`src/common/uaf_regs.vh`:
```
`ifndef UAF_REGS_VH
`define UAF_REGS_VH

// register byte addresses
`define UAF_DATA_ADDR      32'he001_0000
`define UAF_DIVHI_ADDR     32'he001_0004
`define UAF_FCR_ADDR       32'he001_0008
`define UAF_LCR_ADDR       32'he001_000c
`define UAF_MCR_ADDR       32'he001_0010
`define UAF_STAT_ADDR      32'he001_0014

// fifo_control fields
`define UAF_FCR_EN         0
`define UAF_FCR_RXCLR      1
`define UAF_FCR_TXCLR      2
`define UAF_FCR_TRIG_HI    7
`define UAF_FCR_TRIG_LO    6

// line_format_control fields
`define UAF_LCR_WL_HI      1
`define UAF_LCR_WL_LO      0
`define UAF_LCR_STOP       2
`define UAF_LCR_PEN        3
`define UAF_LCR_PS_HI      5
`define UAF_LCR_PS_LO      4
`define UAF_LCR_BRK        6
`define UAF_LCR_DLAB       7

// modem_output_control fields
`define UAF_MCR_DTR        0
`define UAF_MCR_RTS        1
`define UAF_MCR_LOOP       4

// parity select codes
`define UAF_PS_ODD         2'h0
`define UAF_PS_EVEN        2'h1
`define UAF_PS_ONE         2'h2
`define UAF_PS_ZERO        2'h3

// reset values
`define UAF_LCR_RST        8'h00
`define UAF_MCR_RST        5'h00
`define UAF_TRIG_RST       2'h0
`define UAF_DIV_RST        16'h0001

// oversample timing, last tick index of each span, then the last data bit index for five-bit characters
`define UAF_BIT_LAST       5'h0f
`define UAF_HALF_LAST      5'h07
`define UAF_STOP15_LAST    5'h17
`define UAF_STOP2_LAST     5'h1f
`define UAF_WL_BASE        3'h4

`endif

```
`src/core/uaf_sync.v`:
```
module uaf_sync #(
	parameter RST_VAL = 1'b1
) (
	// clock and reset
	input  wire pclk,
	input  wire presetn,
	// async level in, synchronised level out
	input  wire din,
	output wire dout
);

reg stage1_reg;
reg stage2_reg;

// first stage feeds only the second
always @(posedge pclk or negedge presetn) begin
	if (!presetn) begin
		stage1_reg <= RST_VAL;
		stage2_reg <= RST_VAL;
	end else begin
		stage1_reg <= din;
		stage2_reg <= stage1_reg;
	end
end

assign dout = stage2_reg;

endmodule

```
`src/core/uaf_fifo.v`:
```
module uaf_fifo #(
	parameter WIDTH = 8,
	parameter AW    = 4
) (
	// clock and reset
	input  wire             pclk,
	input  wire             presetn,
	// control
	input  wire             flush,
	// write side
	input  wire             push,
	input  wire [WIDTH-1:0] wr_data,
	// read side, rd_data shows the head entry
	input  wire             pop,
	output reg  [WIDTH-1:0] rd_data,
	// state
	output wire [AW:0]      count,
	output wire             empty,
	output wire             full
);

localparam DEPTH = 1 << AW;

reg [WIDTH-1:0] mem [0:DEPTH-1];
reg [AW:0]      wr_ptr_reg;
reg [AW:0]      rd_ptr_reg;
reg [AW:0]      wr_ptr_next;
reg [AW:0]      rd_ptr_next;

assign count = wr_ptr_reg - rd_ptr_reg;
assign empty = (count == {(AW+1){1'b0}});
assign full  = count[AW];

always @* begin
	wr_ptr_next = wr_ptr_reg;
	rd_ptr_next = rd_ptr_reg;
	if (flush) begin
		wr_ptr_next = {(AW+1){1'b0}};
		rd_ptr_next = {(AW+1){1'b0}};
	end else begin
		if (push && !full)
			wr_ptr_next = wr_ptr_reg + 1'b1;
		if (pop && !empty)
			rd_ptr_next = rd_ptr_reg + 1'b1;
	end
end

always @(posedge pclk or negedge presetn) begin
	if (!presetn) begin
		wr_ptr_reg <= {(AW+1){1'b0}};
		rd_ptr_reg <= {(AW+1){1'b0}};
	end else begin
		wr_ptr_reg <= wr_ptr_next;
		rd_ptr_reg <= rd_ptr_next;
	end
end

// read data looks ahead at the next head so a pop never leaves it stale
always @(posedge pclk) begin
	if (push && !full && !flush)
		mem[wr_ptr_reg[AW-1:0]] <= wr_data;
	if (push && !full && !flush && rd_ptr_next == wr_ptr_reg)
		rd_data <= wr_data;
	else
		rd_data <= mem[rd_ptr_next[AW-1:0]];
end

endmodule

```
`src/core/uaf_uart_ctrl.v`:
```
// Behaviour
// RL1 - fifo enable bit turns on both fifos and lets bits 7:1 take effect
// RL2 - any change of the fifo enable bit empties both fifos
// RL3 - writing one to bit 1 empties the receive fifo; bit self-clears
// RL4 - writing one to bit 2 empties the transmit fifo; bit self-clears
// RL5 - software writes zero to reserved bits 5:3; reads of them are undefined
// RL6 - bits 7:6 pick receive trigger level 1, 4, 8 or 14
// RL7 - the four trigger levels are build-time parameters
// RL8 - line bits 1:0 pick five to eight data bits
// RL9 - bit 2 picks two stop bits, one and a half for five-bit characters
// RL10 - bit 3 turns parity generation and checking on
// RL11 - bits 5:4 pick odd, even, stuck one or stuck zero parity
// RL12 - bit 6 holds the transmit pin low for a break
// RL13 - bit 7 opens access to the divisor latches
// RL14 - modem bit 0 drives data terminal ready; reads zero in loopback
// RL15 - modem bit 1 drives request to send; reads zero in loopback
// RL16 - loopback feeds transmitter to receiver, pin marks, receive pin ignored
// RL17 - data available irq follows fifo occupancy against the trigger level
// RL18 - fifo control writes with enable clear leave bits 7:1 unchanged
// RL19 - all configuration fields reset to zero; here the divisor latches reset to one
//
// Design decision made here: the APB register port.
`include "uaf_regs.vh"

module uaf_uart_ctrl #(
	parameter       AW    = 4,
	parameter [4:0] TRIG0 = 5'h01,
	parameter [4:0] TRIG1 = 5'h04,
	parameter [4:0] TRIG2 = 5'h08,
	parameter [4:0] TRIG3 = 5'h0e
) (
	// clock and reset
	input  wire        pclk,
	input  wire        presetn,
	// apb slave
	input  wire        psel,
	input  wire        penable,
	input  wire        pwrite,
	input  wire [31:0] paddr,
	input  wire [31:0] pwdata,
	output reg  [31:0] prdata,
	output wire        pready,
	output wire        pslverr,
	// serial line
	input  wire        rxd,
	output reg         txd,
	output reg         dtr_n,
	output reg         rts_n,
	// interrupt level
	output reg         rx_data_available_irq
);

localparam ST_IDLE  = 3'h0;
localparam ST_START = 3'h1;
localparam ST_DATA  = 3'h2;
localparam ST_PAR   = 3'h3;
localparam ST_STOP  = 3'h4;

////////////////////////////////////////////////////////////////////////////////
// helpers

function [7:0] wl_mask;
	input [1:0] wl;
	begin
		wl_mask = 8'hff >> (2'h3 - wl);
	end
endfunction

function par_bit;
	input [7:0] data;
	input [1:0] wl;
	input [1:0] ps;
	begin
		case (ps)
			`UAF_PS_ODD:  par_bit = ~^(data & wl_mask(wl));
			`UAF_PS_EVEN: par_bit = ^(data & wl_mask(wl));
			`UAF_PS_ONE:  par_bit = 1'b1;
			default:      par_bit = 1'b0;
		endcase
	end
endfunction

////////////////////////////////////////////////////////////////////////////////
// registers and wires

reg        fcr_en_reg;
reg [1:0]  trig_sel_reg;
reg [7:0]  lcr_reg;
reg [4:0]  mcr_reg;
reg [7:0]  dll_reg;
reg [7:0]  dlm_reg;
reg        pe_flag_reg;
reg        fe_flag_reg;
reg        oe_flag_reg;
reg [15:0] div_cnt_reg;
reg        tick_reg;
reg [2:0]  tx_state_reg;
reg [4:0]  tx_cnt_reg;
reg [2:0]  tx_bit_reg;
reg [7:0]  tx_shift_reg;
reg        tx_ser_reg;
reg [2:0]  rx_state_reg;
reg [4:0]  rx_cnt_reg;
reg [2:0]  rx_bit_reg;
reg [7:0]  rx_shift_reg;
reg        rx_perr_reg;
reg        rx_push;
reg        rx_fe;
reg        tx_pop;
reg [4:0]  trig_lvl;
reg [31:0] rd_mux;

wire        dlab     = lcr_reg[`UAF_LCR_DLAB];
wire        loop     = mcr_reg[`UAF_MCR_LOOP];
wire [1:0]  wl       = lcr_reg[`UAF_LCR_WL_HI:`UAF_LCR_WL_LO];
wire [1:0]  ps       = lcr_reg[`UAF_LCR_PS_HI:`UAF_LCR_PS_LO];
wire        pen      = lcr_reg[`UAF_LCR_PEN];
wire [2:0]  last_bit = `UAF_WL_BASE + {1'b0, wl};
wire        wr       = psel & penable & pwrite;
wire        rd_setup = psel & ~penable & ~pwrite;
wire        rd_acc   = psel & penable & ~pwrite;
wire        a_data   = (paddr == `UAF_DATA_ADDR);
wire        a_divhi  = (paddr == `UAF_DIVHI_ADDR);
wire        a_fcr    = (paddr == `UAF_FCR_ADDR);
wire        a_lcr    = (paddr == `UAF_LCR_ADDR);
wire        a_mcr    = (paddr == `UAF_MCR_ADDR);
wire        a_stat   = (paddr == `UAF_STAT_ADDR);
wire        hit      = a_data | a_divhi | a_fcr | a_lcr | a_mcr | a_stat;
wire        fcr_wr   = wr & a_fcr;
wire        new_en   = pwdata[`UAF_FCR_EN];
// RL2 enable toggle flushes both
wire        en_flip  = fcr_wr & (new_en != fcr_en_reg);
// RL3 RL4 clear bits need enable written, so a disabled write flushes only by changing the enable
wire        rx_flush = en_flip | (fcr_wr & new_en & pwdata[`UAF_FCR_RXCLR]);
wire        tx_flush = en_flip | (fcr_wr & new_en & pwdata[`UAF_FCR_TXCLR]);
wire        stat_rd  = rd_acc & a_stat;
wire        rx_pop   = rd_acc & a_data & ~dlab;
wire        tx_push;
wire [7:0]  rx_rd_data;
wire [7:0]  tx_rd_data;
wire [AW:0] rx_count;
wire [AW:0] tx_count;
wire        rx_empty;
wire        rx_full;
wire        tx_empty;
wire        tx_full;
wire        rxd_s;
wire        rx_in;
// with fifos disabled each direction holds a single character
wire        rx_full_eff = fcr_en_reg ? rx_full : ~rx_empty;
wire        tx_full_eff = fcr_en_reg ? tx_full : ~tx_empty;

assign pready  = 1'b1;
assign pslverr = psel & penable & ~hit;
assign tx_push = wr & a_data & ~dlab & ~tx_full_eff;
// loopback takes the transmitter instead of the pin
assign rx_in   = loop ? tx_ser_reg : rxd_s;

////////////////////////////////////////////////////////////////////////////////
// submodules

uaf_sync #(
	.RST_VAL (1'b1)
) u_rxd_sync (
	.pclk    (pclk),
	.presetn (presetn),
	.din     (rxd),
	.dout    (rxd_s)
);

uaf_fifo #(
	.WIDTH (8),
	.AW    (AW)
) u_rx_fifo (
	.pclk    (pclk),
	.presetn (presetn),
	.flush   (rx_flush),
	.push    (rx_push & ~rx_full_eff),
	.wr_data (rx_shift_reg),
	.pop     (rx_pop),
	.rd_data (rx_rd_data),
	.count   (rx_count),
	.empty   (rx_empty),
	.full    (rx_full)
);

uaf_fifo #(
	.WIDTH (8),
	.AW    (AW)
) u_tx_fifo (
	.pclk    (pclk),
	.presetn (presetn),
	.flush   (tx_flush),
	.push    (tx_push),
	.wr_data (pwdata[7:0]),
	.pop     (tx_pop),
	.rd_data (tx_rd_data),
	.count   (tx_count),
	.empty   (tx_empty),
	.full    (tx_full)
);

////////////////////////////////////////////////////////////////////////////////
// configuration registers

always @(posedge pclk or negedge presetn) begin
	if (!presetn) begin
		// RL19 all fields zero except the divisor, which loads one
		fcr_en_reg   <= 1'b0;
		trig_sel_reg <= `UAF_TRIG_RST;
		lcr_reg      <= `UAF_LCR_RST;
		mcr_reg      <= `UAF_MCR_RST;
		{dlm_reg, dll_reg} <= `UAF_DIV_RST;
	end else if (wr) begin
		// RL1 enable and gate
		if (a_fcr)
			fcr_en_reg <= new_en;
		// RL18 ignore when disabled
		if (a_fcr && new_en)
			trig_sel_reg <= pwdata[`UAF_FCR_TRIG_HI:`UAF_FCR_TRIG_LO];
		if (a_lcr)
			lcr_reg <= pwdata[7:0];
		if (a_mcr)
			mcr_reg <= {pwdata[`UAF_MCR_LOOP], 2'h0, pwdata[`UAF_MCR_RTS], pwdata[`UAF_MCR_DTR]};
		// RL13 divisor gated
		if (a_data && dlab)
			dll_reg <= pwdata[7:0];
		if (a_divhi && dlab)
			dlm_reg <= pwdata[7:0];
	end
end

////////////////////////////////////////////////////////////////////////////////
// register read and sticky error flags

always @* begin
	trig_lvl = TRIG0;
	// RL6 trigger select
	case (trig_sel_reg)
		2'h0:    trig_lvl = TRIG0;
		2'h1:    trig_lvl = TRIG1;
		2'h2:    trig_lvl = TRIG2;
		default: trig_lvl = TRIG3;
	endcase
	rd_mux = 32'h0000_0000;
	if (a_data)
		rd_mux = dlab ? {24'h00_0000, dll_reg} : {24'h00_0000, rx_rd_data};
	else if (a_divhi)
		rd_mux = dlab ? {24'h00_0000, dlm_reg} : 32'h0000_0000;
	// RL5 reserved read zero
	else if (a_fcr)
		rd_mux = {24'h00_0000, trig_sel_reg, 5'h00, fcr_en_reg};
	else if (a_lcr)
		rd_mux = {24'h00_0000, lcr_reg};
	// RL14 RL15 read zero in loopback
	else if (a_mcr)
		rd_mux = {27'h000_0000, mcr_reg[4], 2'h0, mcr_reg[1] & ~loop, mcr_reg[0] & ~loop};
	else if (a_stat)
		rd_mux = {16'h0000, {(7 - AW){1'b0}}, tx_count, 2'h0,
			rx_data_available_irq, tx_empty, oe_flag_reg, fe_flag_reg, pe_flag_reg, ~rx_empty};
end

always @(posedge pclk or negedge presetn) begin
	if (!presetn) begin
		prdata      <= 32'h0000_0000;
		pe_flag_reg <= 1'b0;
		fe_flag_reg <= 1'b0;
		oe_flag_reg <= 1'b0;
	end else begin
		if (rd_setup)
			prdata <= rd_mux;
		// set wins over the read clear
		pe_flag_reg <= (rx_push & rx_perr_reg) | (pe_flag_reg & ~stat_rd);
		fe_flag_reg <= (rx_push & rx_fe) | (fe_flag_reg & ~stat_rd);
		oe_flag_reg <= (rx_push & rx_full_eff) | (oe_flag_reg & ~stat_rd);
	end
end

////////////////////////////////////////////////////////////////////////////////
// baud tick, sixteen per bit

always @(posedge pclk or negedge presetn) begin
	if (!presetn) begin
		div_cnt_reg <= 16'h0000;
		tick_reg    <= 1'b0;
	end else if (div_cnt_reg == 16'h0000) begin
		// zero divisor behaves as one
		div_cnt_reg <= ({dlm_reg, dll_reg} == 16'h0000) ? 16'h0000 : {dlm_reg, dll_reg} - 16'h0001;
		tick_reg    <= 1'b1;
	end else begin
		div_cnt_reg <= div_cnt_reg - 16'h0001;
		tick_reg    <= 1'b0;
	end
end

////////////////////////////////////////////////////////////////////////////////
// transmitter

always @* begin
	tx_pop = tick_reg & (tx_state_reg == ST_IDLE) & ~tx_empty & ~tx_flush;
end

always @(posedge pclk or negedge presetn) begin
	if (!presetn) begin
		tx_state_reg <= ST_IDLE;
		tx_cnt_reg   <= 5'h00;
		tx_bit_reg   <= 3'h0;
		tx_shift_reg <= 8'h00;
		tx_ser_reg   <= 1'b1;
	end else if (tick_reg) begin
		tx_cnt_reg <= tx_cnt_reg + 5'h01;
		case (tx_state_reg)
			ST_IDLE: begin
				tx_cnt_reg <= 5'h00;
				tx_ser_reg <= 1'b1;
				if (tx_pop) begin
					tx_shift_reg <= tx_rd_data;
					tx_ser_reg   <= 1'b0;
					tx_state_reg <= ST_START;
				end
			end
			ST_START: begin
				if (tx_cnt_reg == `UAF_BIT_LAST) begin
					tx_cnt_reg   <= 5'h00;
					tx_bit_reg   <= 3'h0;
					tx_ser_reg   <= tx_shift_reg[0];
					tx_state_reg <= ST_DATA;
				end
			end
			ST_DATA: begin
				if (tx_cnt_reg == `UAF_BIT_LAST) begin
					tx_cnt_reg <= 5'h00;
					tx_bit_reg <= tx_bit_reg + 3'h1;
					tx_ser_reg <= tx_shift_reg[tx_bit_reg + 3'h1];
					// RL8 character width
					if (tx_bit_reg == last_bit) begin
						// RL10 RL11 parity out
						tx_ser_reg   <= pen ? par_bit(tx_shift_reg, wl, ps) : 1'b1;
						tx_state_reg <= pen ? ST_PAR : ST_STOP;
					end
				end
			end
			ST_PAR: begin
				if (tx_cnt_reg == `UAF_BIT_LAST) begin
					tx_cnt_reg   <= 5'h00;
					tx_ser_reg   <= 1'b1;
					tx_state_reg <= ST_STOP;
				end
			end
			ST_STOP: begin
				// RL9 stop length
				if ((!lcr_reg[`UAF_LCR_STOP] && tx_cnt_reg == `UAF_BIT_LAST) ||
				    (lcr_reg[`UAF_LCR_STOP] && wl == 2'h0 && tx_cnt_reg == `UAF_STOP15_LAST) ||
				    (lcr_reg[`UAF_LCR_STOP] && wl != 2'h0 && tx_cnt_reg == `UAF_STOP2_LAST)) begin
					tx_cnt_reg   <= 5'h00;
					tx_state_reg <= ST_IDLE;
				end
			end
			default: tx_state_reg <= ST_IDLE;
		endcase
	end
end

////////////////////////////////////////////////////////////////////////////////
// receiver

always @(posedge pclk or negedge presetn) begin
	if (!presetn) begin
		rx_state_reg <= ST_IDLE;
		rx_cnt_reg   <= 5'h00;
		rx_bit_reg   <= 3'h0;
		rx_shift_reg <= 8'h00;
		rx_perr_reg  <= 1'b0;
		rx_push      <= 1'b0;
		rx_fe        <= 1'b0;
	end else begin
		rx_push <= 1'b0;
		if (tick_reg) begin
			rx_cnt_reg <= rx_cnt_reg + 5'h01;
			case (rx_state_reg)
				ST_IDLE: begin
					rx_cnt_reg <= 5'h00;
					if (!rx_in) begin
						rx_shift_reg <= 8'h00;
						rx_state_reg <= ST_START;
					end
				end
				ST_START: begin
					// mid start bit; a glitch returns to idle
					if (rx_cnt_reg == `UAF_HALF_LAST) begin
						rx_cnt_reg   <= 5'h00;
						rx_bit_reg   <= 3'h0;
						rx_state_reg <= rx_in ? ST_IDLE : ST_DATA;
					end
				end
				ST_DATA: begin
					if (rx_cnt_reg == `UAF_BIT_LAST) begin
						rx_cnt_reg               <= 5'h00;
						rx_shift_reg[rx_bit_reg] <= rx_in;
						rx_bit_reg               <= rx_bit_reg + 3'h1;
						if (rx_bit_reg == last_bit)
							rx_state_reg <= pen ? ST_PAR : ST_STOP;
					end
				end
				ST_PAR: begin
					// RL10 RL11 parity check
					if (rx_cnt_reg == `UAF_BIT_LAST) begin
						rx_cnt_reg   <= 5'h00;
						rx_perr_reg  <= (rx_in != par_bit(rx_shift_reg, wl, ps));
						rx_state_reg <= ST_STOP;
					end
				end
				ST_STOP: begin
					if (rx_cnt_reg == `UAF_BIT_LAST) begin
						rx_cnt_reg   <= 5'h00;
						rx_fe        <= ~rx_in;
						rx_push      <= 1'b1;
						rx_state_reg <= ST_IDLE;
					end
				end
				default: rx_state_reg <= ST_IDLE;
			endcase
		end
		if (rx_push)
			rx_perr_reg <= 1'b0;
	end
end

////////////////////////////////////////////////////////////////////////////////
// pins and interrupt

always @(posedge pclk or negedge presetn) begin
	if (!presetn) begin
		txd                   <= 1'b1;
		dtr_n                 <= 1'b1;
		rts_n                 <= 1'b1;
		rx_data_available_irq <= 1'b0;
	end else begin
		// RL16 RL12 loopback marks, else break forces low
		txd <= loop ? 1'b1 : (tx_ser_reg & ~lcr_reg[`UAF_LCR_BRK]);
		// RL14 RL15 modem outputs, inactive in loopback
		dtr_n <= ~(mcr_reg[`UAF_MCR_DTR] & ~loop);
		rts_n <= ~(mcr_reg[`UAF_MCR_RTS] & ~loop);
		// RL17 RL7 occupancy against trigger
		rx_data_available_irq <= fcr_en_reg ? ({{(5 - AW){1'b0}}, rx_count} >= {1'b0, trig_lvl}) : ~rx_empty;
	end
end

endmodule

```
`config.mk`:
```
export PLATFORM = sky130hd
export DESIGN_NAME = uaf_uart_ctrl
export DESIGN_NICKNAME = d
export VERILOG_FILES = /design/src/core/uaf_sync.v /design/src/core/uaf_fifo.v /design/src/core/uaf_uart_ctrl.v
export VERILOG_INCLUDE_DIRS = /design/src /design/src/common
export SDC_FILE = /design/constraint.sdc
export NUM_CORES = 1
export LEC_CHECK = 0
export ABC_AREA = 1
export ABC_CLOCK_PERIOD_IN_PS = 3750
export BUFFER_PORTS_ARGS = -buffer_cell sky130_fd_sc_hd__buf_2
export CORE_MARGIN = 3
export CORE_UTILIZATION = 25
export CTS_BUF_LIST = sky130_fd_sc_hd__clkbuf_8
export DETAILED_ROUTE_END_ITERATION = 8
export GPL_ROUTABILITY_DRIVEN = 1
export GPL_TIMING_DRIVEN = 0
export SYNTH_ARGS = -nofsm -noshare
export SYNTH_HDL_FRONTEND = slang
export SYNTH_SLANG_ARGS = --single-unit
```
`constraint.sdc`:
```
create_clock -name pclk -period 3.75 [get_ports pclk]
set_input_delay 0.75 -clock pclk [delete_from_list [all_inputs] [get_ports pclk]]
set_output_delay 0.75 -clock pclk [all_outputs]
set_load 0.1 [all_outputs]
```
# --- After elaboration in Yosys (flattened, before gate mapping) ---
# Memory sizes are Yosys's and may differ from the RTL's. A register that Yosys moved wholly into a read port is not among the register bits.
# Index checks and enable logic that the tools add are counted.
# Widths: inputs -> output; s select.
totals:
  mem_bits_rw: 256
  register_bits: 150
  memories: 2
  input_bits: 70
  word_cells: 299
op_classes:
  reduce_logical: 64
  n_mux: 84
  bitwise: 57
  n_addsub: 14
  eq_ne: 39
  shift: 1
  magnitude_cmp: 4
memory_table:
  columns: ["name", "words", "width", "rd", "rd_clocked_by_memory_dff", "wr", "line", "text"]
  rows:
  - ["u_rx_fifo.mem", 16, 8, 1, 1, 1, "uaf_fifo.v:24", "reg [WIDTH-1:0] mem [0:DEPTH-1];"]
  - ["u_tx_fifo.mem", 16, 8, 1, 1, 1, "uaf_fifo.v:24", null]
ops:
  columns: ["op", "count"]
  rows:
  - ["$eq 32x32->1 const B", 6]
  - ["$mux 13", 6]
  - ["$mux 5", 12]
  - ["$mux 3", 17]
  - ["$logic_not 16->1", 2]
  - ["$mux 16", 2]
  - ["$mux 8", 4]
  - ["$sub 16x1->16 const B", 2]
  - ["$add 5x1->5 const B", 6]
  - ["$and 1x1->1", 30]
  - ["$pmux 3 s5", 2]
  - ["$pmux 5 s3", 2]
  - ["$mux 1", 28]
  - ["$ne 2x2->1 const B", 11]
  - ["$reduce_bool 2->1", 9]
  - ["$and 8x8->8", 2]
  - ["$pmux 8 s2", 1]
  - ["$reduce_xnor 8->1", 2]
  - ["$reduce_xor 8->1", 2]
  - ["$logic_and 1x1->1", 15]
  - ["$not 1->1", 15]
  - ["$reduce_and 7->1", 2]
  - ["$eq 3x2->1 const B", 4]
  - ["$pmux 3 s2", 2]
  - ["other kinds (37)", 79]

# --- Depth between registers and ports, before layout ---
logic_depth:
  depth_word: 13
  ltp_mapped: 16
  ltp_nobuf: 16

# --- Modules after synthesis ---
# Synthesis repeated with hierarchy kept, for this count alone.
unflattened:
  hier_cells: 1884
  area_unflattened_um2: 18958.2
by_module_without_submodules:
  columns: ["mod", "seq_area_each_um2", "n_inst", "cells_each", "area_per_inst_um2"]
  rows:
  - ["uaf_uart_ctrl", 2733.9, 1, 945, 7061.8]
  - ["uaf_fifo at u_tx_fifo", 4174.0, 1, 469, 5934.4]
  - ["uaf_fifo at u_rx_fifo", 4174.0, 1, 468, 5909.4]
  - ["uaf_sync", 52.6, 1, 2, 52.6]

# --- Worst setup path before layout ---
# Ideal clock, no wire load.
synth_path:
  kind: "input port to output port"
  start: "input paddr[16]"
  end: "output pslverr"
  setup_slack_ps: -555
  cell_stages: 9
  required_time_ps: 3000
  n_path_buf: 0
  arrival_ps: 3555
  cell_sequence: "inv_1 -> nor2_1 -> nand2_1 -> nor2_1 -> nand2_1 -> nor2_1 -> nand2_1 -> nand2_1 -> a221oi_1"
synth_via:
  elab_chain_cells: 8
synth_lines:
  columns: ["element", "line", "text"]
  rows:
  - ["start, declared", "uaf_uart_ctrl.v:39", "input wire [31:0] paddr,"]
  - ["$eq 32x32->1 (no line)", null, null]
  - ["$or 1x1->1 (4 in a row)", "uaf_uart_ctrl.v:128", "wire hit = a_data | a_divhi | a_fcr | a_lcr | a_mcr | a_stat;"]
  - ["$or 1x1->1 (*)", "uaf_uart_ctrl.v:128", null]
  - ["$not 1->1 (*)", "uaf_uart_ctrl.v:154", "assign pslverr = psel & penable & ~hit;"]
  - ["$and 1x1->1 (*)", "uaf_uart_ctrl.v:154", null]
  - ["end, declared", "uaf_uart_ctrl.v:43", "output wire pslverr,"]
# Every way passes the cells marked *; elsewhere a longest branch is shown, timed or not.

# --- Worst setup path after layout ---
layout_path:
  start: "register u_rx_fifo.wr_ptr_reg[0]"
  end: "memory u_rx_fifo.mem[1][1] (enable)"
layout_via:
  elab_chain_cells: 10
layout_lines:
  columns: ["element", "line", "text"]
  rows:
  - ["start, declared", "uaf_fifo.v:25", "reg [AW:0] wr_ptr_reg;"]
  - ["start signal, assigned", "uaf_fifo.v:50", "wr_ptr_reg <= {(AW+1){1'b0}};"]
  - ["start signal, assigned", "uaf_fifo.v:53", "wr_ptr_reg <= wr_ptr_next;"]
  - ["$sub 5x5->5", "uaf_fifo.v:30", "assign count = wr_ptr_reg - rd_ptr_reg;"]
  - ["$logic_not 5->1", "uaf_fifo.v:31", "assign empty = (count == {(AW+1){1'b0}});"]
  - ["$not 1->1", "uaf_uart_ctrl.v:150", "wire rx_full_eff = fcr_en_reg ? rx_full : ~rx_empty;"]
  - ["$mux 1", "uaf_uart_ctrl.v:150", null]
  - ["$not 1->1", "uaf_uart_ctrl.v:178", ".push (rx_push & ~rx_full_eff),"]
  - ["$and 1x1->1", "uaf_uart_ctrl.v:178", null]
  - ["$logic_and 1x1->1 (2 in a row)", "uaf_fifo.v:60", "if (push && !full && !flush)"]
  - ["$mux 1", "uaf_fifo.v:60", null]
  - ["$mux 1 (not written as such)", "uaf_fifo.v:61", "mem[wr_ptr_reg[AW-1:0]] <= wr_data;"]
  - ["end, declared", "uaf_fifo.v:24", null]
# Several ways; a longest one is shown, not always the timed one.

==> flow_summary.toml <==
[job]
maxCapViolations = 0

[timing]
tns_ns = 0
rsz0062_at_grt = "true"
slew_viol_final = 0
hold_viol_final = 0
hold_ws_ns = 0.0602
slew_headroom_pct = 37.6
fmax_mhz = 284
worst_pin_slew_ns = 0.932
setup_viol = 0
clock_skew_ns = 0.0466
period_share_pct = 93.8
finalCriticalPeriod_ns = 3.52

[synthesis]
ys.flop_type = "edfxtp_1"
synth.mux.area_fraction_pct = 1.69
synthAdderAreaFrac_pct = 2.45
synth.area.top_cells = "edfxtp_1 (40%), dfrtp_1 (16%), nand2_1 (7.2%), inv_1 (4.6%), nand3_1 (3.8%)"
yosysWarnings = 0
yosysTopAreaCell = "edfxtp_1"
ys_seq_elements = 395
synth_top_family_by_area = "simple AND/OR/NAND/NOR gates"
synth_area_sq_um = 19000
async_flop_share_pct = 33.2
synthSimpleGateAreaFrac_pct = 18.0
synth_seq_area_share_pct = 58.6
synth_edf_count = 256
yosysMostFrequentCell = "nand2_1"
synthTopCellsByCount = "nand2_1 (366), edfxtp_1 (256), inv_1 (233)"
synth_compound_area_share_pct = 10.1
syn_avg_cell_area_sq_um = 9.75
netlist_instances = 1948
synth-xor-area-share_pct = 2.26
synth_top_area_share_pct = 40.5
synth_cell_types = 46

[pwr]
p_clk_share_pct = 37.9
vdd_drop_max_mv = 0.229
power.net_switching_mw = 2.71
sequentialPowerShare_pct = 50.1
p_total_mw = 9.86
internal_power_mw = 7.15
p_comb_share_pct = 12.0
power_leakage_nw = 8.92
swShare_pct = 27.5
powerDensity_nw_per_um2 = 448

[critical_path]
end_kind = "register"
critPathRequiredTime_ns = 4.05
crit_type = "reg2reg"
cp_max_fo = 8
arrival_ns = 3.82
critPathLaunchType = "register"

[floorplanning]
die-area_sq_um = 79300
coreArea_sq_um = 74800
die_w_um = 282
start_util_pct = 25.4
ioPinCount = 108
rows = 100
die_h_um = 282

[cts]
cts_tree = "yes"
post_cts_hold_buffer_count = 0
clock_sinks = 395
cts_buffer_depth = 3
numCtsBuffers = 61
path_clk_slew_ns = 0.07
cts_setup_buffers = 0
clk_latency_ns = 0.68
clockRootBuffer = "clkbuf_8"
htreeDepth = 2
cts-resized-gates = 1

[status]
status = "complete, no violations"

[drt]
wl_per_cell_um = 16.2
avgViaCountPerCell = 4.56
remaining_drc_errors = 0
firstDrtPassIters = 5
drt-initial-drc-count = 1166
totalWireLength_mm = 50.3
drtAntennaViolNets = 0
vias = 14217

[global_route]
grt.overflow.total = 0
grt_max_degree = 79
grt_usage_pct = 12.6
antenna_found_initial = 5
grt_pass1_vias = 13486
grt_pass1_wl_mm = 77.9

[hold_path]
hp-class = "in2async"

[finish]
design_area_sq_um = 22000
fin_nets = 2199
drive_above_1_share_pct = 11.0
layoutNonFillerInstCount = 3116
syn_to_final_growth_pct = 15.8

[placed_design]
placed_area_sq_um = 20600
dp_hpwl_mm = 35.8
routabilityCongestion = 0.854
dp_cells = 2999
port_buffers = 63
==> worst max-delay path, stage by stage (launching register included) <==
cell and delay, ns:
dfrtp_1 0.45, inv_1 0.13, ha_1 0.22, fa_1 0.40, nand3b_1 0.19, nand2_1 0.08, nand2_1 0.06, nand2_1 0.10
nand3_2 0.17, nand2_1 0.15, nand2_1 0.14, nor2_2 0.24, nand2_1 0.16, nor2_1 0.66
==> final cells by class <==
type | instances | area (sq um)
Tap cell | 969 | 1210
Timing Repair Buffer | 64 | 349
Antenna cell | 2 | 5.00
Fill cell | 7847 | 52800
Sequential cell | 395 | 11100
Clock inverter | 41 | 270
Clock buffer | 74 | 1020
Buffer | 82 | 425
Multi-Input combinational cell | 1253 | 6680
Inverter | 236 | 886
==> power groups by stage <==
stage          clock (mW)  combinational [mW]  sequential (mW)
2_1_floorplan           0               0.803             5.09
6_report             3.73                1.18             4.94
3_5_place_dp            0                1.19             5.03
5_1_grt              4.04                1.36             4.96
4_1_cts              3.84                1.19             4.94
3_3_place_gp            0                1.18             5.02
==> cell families (layout without fill, tap and decap cells) <==
logic type	Yosys count	in the layout
AO/OA/AOI/OAI	323	323
multiplexers	32	32
XOR/XNOR	49	49
adder cells (fa/ha/maj)	36	36
AND/OR/NAND/NOR	793	793
other	2	22
buffers and inverters	318	497
flip-flops	395	395
==> cell usage in the layout, fill, tap and decap left out, types with 6 or more instances in the layout <==
cell type  instances
a21oi_1           71
buf_2             78
buf_4             20
clkbuf_1          38
clkbuf_8          74
clkinv_1          10
clkinv_2           7
conb_1            20
dfrtp_1          124
dfstp_2            7
dfxtp_1            8
edfxtp_1         256
ha_1              34
inv_1            253
mux2i_1           32
nand2_1          366
nand3_1          146
nand3b_1           8
nand4_1           24
nor2_1           182
nor2_2            14
nor3_1            27
o211ai_1          42
o21ai_0          139
o21ai_1            8
o221ai_1          33
o22ai_1           15
o31ai_1            6
xnor2_1           15
xor2_1            34
==> final timing paths <==
kind / from / end / slack [ns] / cells past startpoint
max: u_rx_fifo.wr_ptr_reg[0] / u_rx_fifo.mem[1][1] / 0.23 / 13
min: presetn / rx_fe / 0.06 / 1
max reg2reg: u_rx_fifo.wr_ptr_reg[0] / u_rx_fifo.mem[1][1] / 0.23 / 13
min reg2reg: u_rxd_sync.stage1_reg / u_rxd_sync.dout / 0.35 / 0
max in group asynchronous: presetn / dll_reg[0] / 2.88 / 2
min in group pclk: rxd / u_rxd_sync.stage1_reg / 0.21 / 1
==> routing by layer <==
| layer | up-vias | wire (um) | global-route usage [%] |
|---|---|---|---|
| li1 | 6900 | - | - |
| met3 | 70 | 3790 | 3.06 |
| met1 | 6808 | 23600 | 17.9 |
| met5 | - | 34 | 0 |
| met4 | 4 | 962 | 3.14 |
| met2 | 435 | 22000 | 19.2 |
==> through the flow <==
stage | util, % | setup slack (ns)
after global routing | 29.4 | -0.107
after floorplan | - | 0.397
after detailed placement | 27.6 | -0.181
after CTS | 29.3 | 0.0711
after global placement | 27.5 | -0.287
final | 29.4 | 0.233
Note: power is estimated with default switching activity, not from simulation.
